[config.mk]
export PLATFORM = sky130hd
export DESIGN_NAME = fesm_sequencer
export DESIGN_NICKNAME = d
export VERILOG_FILES = /design/src/fesm_pkg.sv /design/src/fesm_sequencer.sv /design/src/fesm_param_mem.sv
export VERILOG_INCLUDE_DIRS = /design/src
export SDC_FILE = /design/constraint.sdc
export NUM_CORES = 1
export LEC_CHECK = 0
export ABC_CLOCK_PERIOD_IN_PS = 3400
export BUFFER_PORTS_ARGS = -buffer_cell sky130_fd_sc_hd__clkbuf_2
export CAP_MARGIN = 20
export CORE_ASPECT_RATIO = 0.9
export CORE_MARGIN = 2
export CORE_UTILIZATION = 26
export CTS_BUF_LIST = sky130_fd_sc_hd__clkbuf_16
export DETAILED_ROUTE_END_ITERATION = 6
export GPL_TIMING_DRIVEN = 0
export SYNTH_ARGS = -nofsm -noshare
export SYNTH_HDL_FRONTEND = slang
export SYNTH_HIERARCHICAL = 1
export SYNTH_SLANG_ARGS = --single-unit
[constraint.sdc]
create_clock -name clk_sys -period 3.4 [get_ports clk_sys]
set_input_delay 0.17 -clock clk_sys [delete_from_list [all_inputs] [get_ports clk_sys]]
set_output_delay 0.17 -clock clk_sys [all_outputs]
set_load 0.01 [all_outputs]
[src/fesm_cfg.svh]
// constants for the flash erase, security and margin command sequencer
`ifndef FESM_CFG_SVH
`define FESM_CFG_SVH
`define FESM_CMD_ERASE_SECTOR 8'h0A
`define FESM_CMD_UNSECURE     8'h0B
`define FESM_CMD_BACKDOOR     8'h0C
`define FESM_CMD_USER_MARGIN  8'h0D
`define FESM_IDX_0            3'h0
`define FESM_IDX_1            3'h1
`define FESM_IDX_4            3'h4
`define FESM_KEY_ENABLED      2'h2
`define FESM_MARGIN_NORMAL    16'h0000
`define FESM_MARGIN_USER1     16'h0001
`define FESM_MARGIN_USER0     16'h0002
`define FESM_PBLOCK_SEL       2'h0
`define FESM_DBLOCK_SEL       2'h1
`define FESM_KEY_ADDR         18'h3_FF00
`define FESM_ALIGN_MASK       16'h0007
`define FESM_RESP_TIMEOUT     16'h0100
`endif

[src/fesm_pkg.sv]
// types for the flash erase, security and margin command sequencer
package fesm_pkg;
  typedef logic [15:0] fesm_word_t;
  typedef enum logic [1:0] {
    FESM_LVL_NORMAL = 2'h0,
    FESM_LVL_ERASED = 2'h1,
    FESM_LVL_PROG   = 2'h2
  } fesm_level_e;
  typedef enum logic [1:0] {
    FESM_OP_NONE   = 2'h0,
    FESM_OP_SECTOR = 2'h1,
    FESM_OP_ALL    = 2'h2
  } fesm_op_e;
  typedef struct packed {
    logic access_error;
    logic protection_violation;
    logic verify_bit1;
    logic verify_bit0;
  } fesm_status_s;
  typedef struct packed {
    fesm_op_e   op;
    logic [1:0] block;
    fesm_word_t addr;
  } fesm_array_req_s;
  typedef struct packed {
    logic done;
    logic verify_fail;
    logic uncorrectable;
  } fesm_array_resp_s;
endpackage

[src/fesm_sequencer.sv]
// command sequencer for sector erase, unsecure, backdoor key, user margin
`timescale 1ns/1ps
`include "fesm_cfg.svh"
module fesm_sequencer
(
  // clock and reset
  input  wire logic                     clk_sys,
  input  wire logic                     rstn,
  // command object loading
  input  wire logic                     param_wr,
  input  wire logic [2:0]               command_object_index,
  input  wire fesm_pkg::fesm_word_t     command_object_word,
  input  wire logic                     launch,
  // configuration
  input  wire logic                     mode_allows_cmd,
  input  wire logic [1:0]               backdoor_key_enable_field,
  input  wire logic [63:0]              stored_key,
  input  wire logic                     sector_protected,
  input  wire logic                     any_protected,
  input  wire logic                     secure_at_reset,
  // array engine
  output fesm_pkg::fesm_array_req_s     array_req,
  input  wire fesm_pkg::fesm_array_resp_s array_resp,
  // status
  output logic                          command_complete_flag,
  output fesm_pkg::fesm_status_s        flash_status_reg,
  output logic                          secured,
  output logic                          backdoor_locked,
  output fesm_pkg::fesm_level_e         pflash_level,
  output fesm_pkg::fesm_level_e         dflash_level
);
  import fesm_pkg::*;

  typedef enum logic [4:0] {
    FESM_IDLE  = 5'b00001,
    FESM_FETCH = 5'b00010,
    FESM_CHECK = 5'b00100,
    FESM_ARRAY = 5'b01000,
    FESM_DONE  = 5'b10000
  } fesm_state_e;

  fesm_state_e  state_reg;
  logic [2:0]   index_reg;
  logic [2:0]   rd_idx_reg;
  logic [2:0]   fetch_cnt_reg;
  fesm_word_t   rd_data;
  fesm_word_t   w_reg [0:5];
  logic         sync1_reg;
  logic         sync2_reg;
  logic         armed_reg;
  logic         key_ok;
  logic         acc_err;
  logic         prot_err;
  logic [7:0]   cmd;
  logic [1:0]   blk;

  // ====================================================
  // secure strap capture
  always_ff @(posedge clk_sys or negedge rstn)
  begin
    if (!rstn)
    begin
      sync1_reg <= 1'b0;
      sync2_reg <= 1'b0;
    end
    else
    begin
      sync1_reg <= secure_at_reset;
      sync2_reg <= sync1_reg;
    end
  end

  // ====================================================
  // parameter storage
  fesm_param_mem u_mem
  (
    .clk_sys (clk_sys),
    .rstn    (rstn),
    .wr_en   (param_wr && command_complete_flag),
    .wr_idx  (command_object_index),
    .wr_data (command_object_word),
    .rd_idx  (rd_idx_reg),
    .rd_data (rd_data)
  );

  function automatic logic margin_valid(input fesm_word_t w);
    margin_valid = (w == `FESM_MARGIN_NORMAL) ||
                   (w == `FESM_MARGIN_USER1) ||
                   (w == `FESM_MARGIN_USER0);
  endfunction

  function automatic fesm_level_e margin_level(input fesm_word_t w);
    case (w)
      `FESM_MARGIN_USER1: margin_level = FESM_LVL_ERASED;
      `FESM_MARGIN_USER0: margin_level = FESM_LVL_PROG;
      default:            margin_level = FESM_LVL_NORMAL;
    endcase
  endfunction

  assign cmd = w_reg[0][15:8];
  assign blk = w_reg[0][1:0];
  assign key_ok = {w_reg[1], w_reg[2], w_reg[3], w_reg[4]} == stored_key;

  // ====================================================
  // launch checks
  always_comb
  begin
    acc_err  = 1'b0;
    prot_err = 1'b0;
    if (!mode_allows_cmd)
      acc_err = 1'b1;
    case (cmd)
      `FESM_CMD_ERASE_SECTOR:
      begin
        if (index_reg != `FESM_IDX_1 || blk != `FESM_PBLOCK_SEL ||
            (w_reg[1] & `FESM_ALIGN_MASK) != 16'h0000)
          acc_err = 1'b1;
        if (sector_protected)
          prot_err = 1'b1;
      end
      `FESM_CMD_UNSECURE:
      begin
        if (index_reg != `FESM_IDX_0)
          acc_err = 1'b1;
        if (any_protected)
          prot_err = 1'b1;
      end
      `FESM_CMD_BACKDOOR:
      begin
        if (index_reg != `FESM_IDX_4 ||
            backdoor_key_enable_field != `FESM_KEY_ENABLED ||
            backdoor_locked || !key_ok)
          acc_err = 1'b1;
      end
      `FESM_CMD_USER_MARGIN:
      begin
        if (index_reg != `FESM_IDX_1 || blk > `FESM_DBLOCK_SEL ||
            !margin_valid(w_reg[1]))
          acc_err = 1'b1;
      end
      default: acc_err = 1'b1;
    endcase
  end

  // ====================================================
  // state machine
  always_ff @(posedge clk_sys or negedge rstn)
  begin
    if (!rstn)
    begin
      state_reg     <= FESM_IDLE;
      index_reg     <= 3'h0;
      rd_idx_reg    <= 3'h0;
      fetch_cnt_reg <= 3'h0;
    end
    else
    begin
      case (state_reg)
        FESM_IDLE:
          if (launch && command_complete_flag)
          begin
            index_reg     <= command_object_index;
            rd_idx_reg    <= 3'h0;
            fetch_cnt_reg <= 3'h0;
            state_reg     <= FESM_FETCH;
          end
        FESM_FETCH:
        begin
          rd_idx_reg    <= rd_idx_reg + 3'h1;
          fetch_cnt_reg <= fetch_cnt_reg + 3'h1;
          if (fetch_cnt_reg == 3'h6)
            state_reg <= FESM_CHECK;
        end
        FESM_CHECK:
          if (acc_err || prot_err)
            state_reg <= FESM_DONE;
          else if (cmd == `FESM_CMD_ERASE_SECTOR ||
                   cmd == `FESM_CMD_UNSECURE)
            state_reg <= FESM_ARRAY;
          else
            state_reg <= FESM_DONE;
        FESM_ARRAY:
          if (array_resp.done)
            state_reg <= FESM_DONE;
        FESM_DONE:
          state_reg <= FESM_IDLE;
        default:
          state_reg <= FESM_IDLE;
      endcase
    end
  end

  // fetched words, one cycle behind the read index
  always_ff @(posedge clk_sys or negedge rstn)
  begin
    if (!rstn)
    begin
      armed_reg <= 1'b0;
      for (int i = 0; i < 6; i++)
        w_reg[i] <= 16'h0000;
    end
    else
    begin
      armed_reg <= (state_reg == FESM_FETCH);
      if (armed_reg && fetch_cnt_reg != 3'h0 && fetch_cnt_reg <= 3'h6)
        w_reg[fetch_cnt_reg - 3'h1] <= rd_data;
    end
  end

  // ====================================================
  // array request
  always_ff @(posedge clk_sys or negedge rstn)
  begin
    if (!rstn)
      array_req <= '0;
    else if (state_reg == FESM_CHECK && !acc_err && !prot_err)
    begin
      if (cmd == `FESM_CMD_ERASE_SECTOR)
        array_req <= '{FESM_OP_SECTOR, blk, w_reg[1]};
      else if (cmd == `FESM_CMD_UNSECURE)
        array_req <= '{FESM_OP_ALL, 2'h0, 16'h0000};
    end
    else if (state_reg == FESM_ARRAY && array_resp.done)
      array_req <= '0;
  end

  // ====================================================
  // command complete flag
  always_ff @(posedge clk_sys or negedge rstn)
  begin
    if (!rstn)
      command_complete_flag <= 1'b1;
    else if (state_reg == FESM_IDLE && launch && command_complete_flag)
      command_complete_flag <= 1'b0;
    else if (state_reg == FESM_DONE)
      command_complete_flag <= 1'b1;
  end

  // ====================================================
  // status bits
  always_ff @(posedge clk_sys or negedge rstn)
  begin
    if (!rstn)
      flash_status_reg <= '0;
    else if (state_reg == FESM_IDLE && launch && command_complete_flag)
      flash_status_reg <= '0;
    else if (state_reg == FESM_CHECK)
    begin
      flash_status_reg.access_error         <= acc_err;
      flash_status_reg.protection_violation <= prot_err;
    end
    else if (state_reg == FESM_ARRAY && array_resp.done)
    begin
      flash_status_reg.verify_bit1 <= array_resp.verify_fail;
      flash_status_reg.verify_bit0 <= array_resp.uncorrectable;
    end
  end

  // ====================================================
  // security and backdoor lockout
  always_ff @(posedge clk_sys or negedge rstn)
  begin
    if (!rstn)
    begin
      secured         <= 1'b1;
      backdoor_locked <= 1'b0;
    end
    else if (state_reg == FESM_FETCH && fetch_cnt_reg == 3'h0)
      secured <= secured & sync2_reg;
    else if (state_reg == FESM_CHECK && cmd == `FESM_CMD_BACKDOOR &&
             index_reg == `FESM_IDX_4 && mode_allows_cmd &&
             backdoor_key_enable_field == `FESM_KEY_ENABLED &&
             !backdoor_locked)
    begin
      if (key_ok)
        secured <= 1'b0;
      else
        backdoor_locked <= 1'b1;
    end
    else if (state_reg == FESM_ARRAY && array_resp.done &&
             array_req.op == FESM_OP_ALL && !array_resp.verify_fail)
      secured <= 1'b0;
  end

  // ====================================================
  // margin levels
  always_ff @(posedge clk_sys or negedge rstn)
  begin
    if (!rstn)
    begin
      pflash_level <= FESM_LVL_NORMAL;
      dflash_level <= FESM_LVL_NORMAL;
    end
    else if (state_reg == FESM_CHECK && !acc_err &&
             cmd == `FESM_CMD_USER_MARGIN)
    begin
      if (blk == `FESM_PBLOCK_SEL)
      begin
        pflash_level <= margin_level(w_reg[1]);
        dflash_level <= margin_level(w_reg[1]);
      end
      else
        dflash_level <= margin_level(w_reg[1]);
    end
  end
endmodule

[src/fesm_param_mem.sv]
// command object parameter store, six words, registered read
`timescale 1ns/1ps
module fesm_param_mem
  import fesm_pkg::*;
(
  // clock and reset
  input  wire logic              clk_sys,
  input  wire logic              rstn,
  // write port
  input  wire logic              wr_en,
  input  wire logic [2:0]        wr_idx,
  input  wire fesm_pkg::fesm_word_t wr_data,
  // read port
  input  wire logic [2:0]        rd_idx,
  output fesm_pkg::fesm_word_t   rd_data
);
  fesm_word_t mem_reg [0:5];

  // storage
  always_ff @(posedge clk_sys or negedge rstn)
  begin
    if (!rstn)
    begin
      for (int i = 0; i < 6; i++)
        mem_reg[i] <= 16'h0000;
    end
    else if (wr_en && wr_idx < 3'h6)
      mem_reg[wr_idx] <= wr_data;
  end

  // registered read
  always_ff @(posedge clk_sys or negedge rstn)
  begin
    if (!rstn)
      rd_data <= 16'h0000;
    else
      rd_data <= (rd_idx < 3'h6) ? mem_reg[rd_idx] : 16'h0000;
  end
endmodule

==> results of run 1 <==
[final cells by class]
cell class                 instances  area, µm²
timing repair buffer             156        965
clock buffer                      25        626
tap                              540        676
inverter                          10       37.5
clock inverter                    17        121
buffer                            37        224
sequential                       234       5860
fill                            4104      27500
multi-input combinational        515       4600
[per-layer routing]
metal / up-vias / part of all wire (%)
li1: 3240 / -
met1: 3529 / 49
met2: 138 / 46
met3: 32 / 3.8
met4: 4 / 1.1
met5: - / 0.096
[kinds of logic (layout without fill, tap and decap cells)]
| group | after synthesis | count (layout) |
|---|---|---|
| adders and majority gates | 5 | 5 |
| DFF | 234 | 234 |
| AOI/OAI and AO/OA | 58 | 58 |
| xor gates and xnor gates | 66 | 66 |
| buffers and inverters | 47 | 245 |
| and+or+nand+nor | 145 | 145 |
| muxes | 241 | 241 |
[how the worst min path moves through the flow]
| stage | to | slack, ns |
|---|---|---|
| finish | index_reg[1] | 0.04 |
| global route | index_reg[1] | 0.05 |
| CTS | index_reg[1] | 0.03 |
| detailed placement | u_mem/mem_reg[54] | 0.09 |
| global placement | sync1_reg | 0.31 |
| floorplan | armed_reg | -0.13 |
[placed cells by master (no fill, tap or decap), drive strengths merged, types with 4 or more instances in the layout]
master and count:
nor3b 4, nand2b 4, xor2 66, nand2 47
and3 4, nand4 7, nor4 24, nor2 15
inv 13, dlygate4sd3 26, o31ai 4, ha 5
mux2 178, a21oi 5, o32a 16, buf 23
mux2i 63, and3b 5, clkbuf 169, o21ai 21
dfrtp 231, nand3 7, nor3 6, clkinv 12
[worst max-delay path, delay by kind of cell, from the launching register on]
kind                       cells  cell delay, ns
DFF                            1            0.45
AOI/OAI and AO/OA              1            0.28
muxes                          1            0.41
and+or+nand+nor                3            0.51
buffers and inverters          3            1.14
adders and majority gates      1            0.23
[through the flow]
| step | std cells | setup TNS [ns] | instance area [µm²] | total power (µW) |
|---|---|---|---|---|
| 2_1_floorplan | 796 | 0 | 10700 | 3590 |
| 3_3_place_gp | 1462 | -573.28 | 12000 | 3960 |
| 3_5_place_dp | 1466 | 0 | 12100 | 3990 |
| 4_1_cts | 1534 | 0 | 13100 | 6580 |
| 5_1_grt | 1534 | 0 | 13100 | 6800 |
| 6_report | 1534 | 0 | 13100 | 6500 |
[Yosys cell counts (all sizes together), types with 3 or more instances]
master / n
mux2: 178
xor2: 66
dfrtp: 231
nand2: 47
nor4: 24
and3: 4
and3b: 5
inv: 10
dfstp: 3
a21oi: 5
o21ai: 21
clkbuf: 18
nand3: 7
o31ai: 4
nand2b: 4
nor3: 6
ha: 5
nor2: 15
mux2i: 63
nor3b: 4
nand4: 7
or4: 3
buf: 19
o32a: 16
or2: 3
[power by group through the flow]
stage          registers (µW)  logic [µW]  clock network, µW
2_1_floorplan            3060         534                  0
3_3_place_gp             3120         847                  0
3_5_place_dp             3120         872                  0
4_1_cts                  3070         900               2610
5_1_grt                  3090         976               2740
6_report                 3070         887               2540
[timing repair]
action / CTS / global route
hold endpoints to repair: 224 / 0
setup endpoints to repair: 0 / 0
hold buffers: 26 / 0
resized for setup: 0 / 0
==> impl_metrics.yaml, run 1 <==
timing:
  finalSetupViolCount: 0
  fin_crit_sh_pct: 92.3
  rsz0062_at_grt: "false"
  setup_ws_ns: 0.263
  max_freq_ghz: 0.319
  tightest_slew_ns: 0.927
  drv_slew: 0
  finalWorstPathRequiredPeriod_ns: 3.14
  skew_ns: 0.0153
  relSlewSlack_pct: 37.4
  hold_ws_ns: 0.0379
  hold_violations: 0
synthesis:
  synth_edf_count: 0
  synthArstFlopShare_pct: 100
  synth_top_family_by_area: "multiplexers"
  yosys.area.top_type: "dfrtp_1"
  synthDominantCellAreaShare_pct: 53.9
  synthTopCellsByArea: "dfrtp_1 (54%), mux2_2 (17%), mux2i_1 (5.9%), xor2_1 (5.4%), mux2_4 (2.2%)"
  yosysWarnings: 6
  syn-cell-area_mm2: 0.0107
  synth_compound_area_share_pct: 3.94
  ys_seq_area_share_pct: 54.6
  avgSynthCellArea_um2: 13.5
  ys_seq_elements: 234
  synthSimpleGateAreaFrac_pct: 7.88
  synthAdderAreaFrac_pct: 0.583
  muxShareOfSynthArea_pct: 25.1
  syn_inst: 796
  syn-num-nets: 897
  synthXorXnorAreaFrac_pct: 5.39
  ys_types: 53
  synth_flop_cell: "dfrtp_1"
floorplan:
  start_util_pct: 26.4
  die_h_um: 197
  pin_count: 127
  core_mm2: 0.0406
  rows: 70
  fp.dieArea_mm2: 0.0429
  die-width_um: 218
global_route:
  grt_max_degree: 113
  first_global_vias: 7145
  antenna_found_initial: 2
  grt_use_met2_pct: 20.9
  grt_pass1_wl_um: 42900
  top_usage_layer: "met2"
  grt_util_met3_pct: 2.08
  grt-ovfl-total: 0
  met1_usage_pct: 18.6
  grt_usage_pct: 13.0
detailed_routing:
  drtIter0Drc: 359
  num_vias: 6943
  via_per_inst: 4.53
  dr.pass1.iters: 7
  postRouteWirelength_um: 28000
  routedWlPerCell_um: 18.2
  postRouteAntennaNets: 0
  drc: 0
pwr:
  pwr-share-clk_pct: 39.1
  leakage_uw: 0.00643
  pwr_density_cell_mw_per_mm2: 496
  switchingPower_uw: 1730
  p_int_uw: 4770
  p_seq_share_pct: 47.3
  ir_worst_vdd_v: 0.000308
  power.share.switching_pct: 26.6
  power_frac_comb_pct: 13.6
clock_network:
  cts_made_buffers: 24
  clkTransAtPathRegs_ns: 0.06
  postCtsSetupBuffers: 0
  clkSinkCount: 234
  h-tree-depth: 1
  root_buffer: "clkbuf_16"
  clock_latency_ns: 0.52
  clock_path_buffers: 3
  cts_tree: "built"
setup_path:
  r2r_end: "w_reg[56]"
  ff2ff_setup_slack_ns: 0.26
  cp.required_ns: 3.79
  startpoint: "fetch_cnt_reg[0]"
  timing.rr.start: "fetch_cnt_reg[0]"
  critPathSlowestCell: "clkbuf_1"
  setup.worst_path.end: "w_reg[56]"
  crit_top_cell: "clkbuf_1"
  crit_fanout: 10
  cp-end-kind: "flop"
  timing.reg2reg.worst_path_depth: 9
  crit_arrival_ns: 3.53
  cp-start-kind: "flop"
  crit_chain: "inv_1 > ha_1 > nand2b_1 > and3_1 > o21ai_0 > or3_1 > clkbuf_1 > clkbuf_1 > mux2_2"
  crit_type: "reg -> reg"
  cpPeakStageDelay_ns: 0.66
placement:
  hpwlAfterDp_um: 20700
  port_buffers: 126
  post-place-ws_ns: 0.307
  gp_congestion: 0.780
final_layout:
  largest_reg_flops: 96
  nets: 1079
  drive_above_1_share_pct: 37.9
  fin_util_pct: 32.3
  areaGrowthSynthToFinish_pct: 22.3
  diodes: 0
run:
  maxCapViolCount: 0
hold_path:
  worstHoldPathCells: 2
  hold_class: "in -> reg"
  hp-start: "command_object_index[1]"
outcome:
  status: "finished, final reports clean"
Power figures use the tool's default switching activity.
==> inputs of run 2 (changes only) <==
CAP_MARGIN = 30   (was 20)
CORE_UTILIZATION = 58   (was 26)
PLACE_DENSITY = 0.79   (was default)
==> impl_metrics.yaml, run 2 (synthesized netlist as in run 1, its figures left out) <==
outcome:
  status: "finished, final reports clean"
detailed_routing:
  via_per_inst: 5.68
  drc: 0
  num_vias: 7034
  routedWlPerCell_um: 19.7
  postRouteAntennaNets: 0
  drtIter0Drc: 366
  dr.pass1.iters: 4
  postRouteWirelength_um: 24500
setup_path:
  timing.reg2reg.worst_path_depth: 9
  crit_fanout: 10
  ff2ff_setup_slack_ns: 0.33
  r2r_end: "w_reg[62]"
  cp.required_ns: 3.79
  crit_arrival_ns: 3.46
  cp-end-kind: "flop"
  cp-start-kind: "flop"
  timing.rr.start: "fetch_cnt_reg[0]"
  crit_type: "reg -> reg"
final_layout:
  layout_common_cells: "dfrtp_1 (231), mux2_2 (162), clkbuf_2 (125)"
  nets: 1077
  areaGrowthSynthToFinish_pct: 18.8
  design_area_mm2: 0.0127
  layout_commonest_cell: "dfrtp_1"
  final_cells: 1239
  diodes: 0
  fin_util_pct: 69.9
  drive_above_1_share_pct: 38.3
  largest_reg_flops: 96
clock_network:
  cts_tree: "built"
  clock_path_buffers: 3
  clkTransAtPathRegs_ns: 0.06
  h-tree-depth: 1
  postCtsSetupBuffers: 0
  clock_latency_ns: 0.51
  clkSinkCount: 234
  cts_resized: 0
  cts_made_buffers: 24
  root_buffer: "clkbuf_16"
  cts_hold_buf: 24
floorplan:
  pin_count: 127
  die-width_um: 147
  rows: 47
  start_util_pct: 58.8
  die_h_um: 133
  fp.dieArea_mm2: 0.0196
  core_mm2: 0.0182
timing:
  finalSetupViolCount: 0
  setup_ws_ns: 0.332
  hold_violations: 0
  relSlewSlack_pct: 39.2
  finalWorstPathRequiredPeriod_ns: 3.07
  setup_tns_ns: 0
  fin_crit_sh_pct: 90.2
  skew_ns: 0.0107
  rsz0062_at_grt: "false"
  max_freq_ghz: 0.326
  tightest_slew_ns: 0.900
  drv_slew: 0
placement:
  gp_congestion: 0.814
  dp.cells: 1171
  place_area_mm2: 0.0117
  post-place-ws_ns: 0.351
  hpwlAfterDp_um: 16900
  port_buffers: 126
pwr:
  ir_worst_vdd_v: 0.000393
  leakage_uw: 0.00643
  pwr_density_cell_mw_per_mm2: 508
global_route:
  first_global_vias: 7236
  antenna_found_initial: 0
  grt_max_degree: 105
  grt_usage_pct: 25.5
  grt-ovfl-total: 0
  grt_pass1_wl_um: 39100
hold_path:
  worstHoldPathCells: 2
  hold_end: "u_mem/mem_reg[84]"
  hp-start: "command_object_word[4]"
  hold_class: "in -> reg"
run:
  maxCapViolCount: 0
[run 2: cell types whose count changed in the layout (fill, tap and decap cells not counted), sizes merged]
| cell | change |
|---|---|
| clkinv | +2 |
| clkinvlp | +1 |
| dlygate4sd3 | -2 |
| inv | -1 |
[run 2: routing by layer]
metal | global-route usage [%] | up-vias | part of all wire [%]
li1 | - | 3232 | -
met5 | 0 | - | 0
met1 | 36.4 | 3548 | 45
met3 | 3.76 | 51 | 5.1
met2 | 41.7 | 203 | 47
met4 | 6.52 | 0 | 2.4
[run 2: worst max path at each step]
stage	cells after the start	end	startpoint
floorplan	5	pflash_level[0]	cmd[6]
global placement	1	u_mem/mem_reg[81]	rstn
detailed placement	9	w_reg[57]	fetch_cnt_reg[0]
CTS	9	w_reg[57]	fetch_cnt_reg[0]
global route	9	w_reg[58]	fetch_cnt_reg[0]
finish	9	w_reg[62]	fetch_cnt_reg[0]
[run 2: critical path: stages, from the launching register on]
cell and delay [ns]:
dfrtp_1 0.44, inv_1 0.14, ha_1 0.23, nand2b_1 0.15
and3_1 0.20, o21ai_0 0.26, or3_1 0.14, clkbuf_1 0.35
clkbuf_1 0.61, mux2_2 0.41
[run 2: report_power, final]
part	internal (µW)	leakage, µW	switching, µW
sequential	2930	0.00320	145
combinational	370	0.00285	490
clock	1480	0.000385	1050
[run 2: layout make-up]
cell class              count  area [µm²]
multi-input cells         515        4600
fillers                  1286        5490
plain buffers              37         224
flip-flops and latches    234        5860
well taps                 245         307
repair buffers            154         947
clock inverters            19         136
clock buffers              25         626
inverters                  10        37.5
[run 2: metrics by stage]
step                      hold WS (ns)  power, µW
after floorplan                 -0.126       3590
after global placement           0.286       3930
after detailed placement        0.0740       3960
after CTS                     0.000569       6520
after global routing            0.0209       6740
final                           0.0243       6470
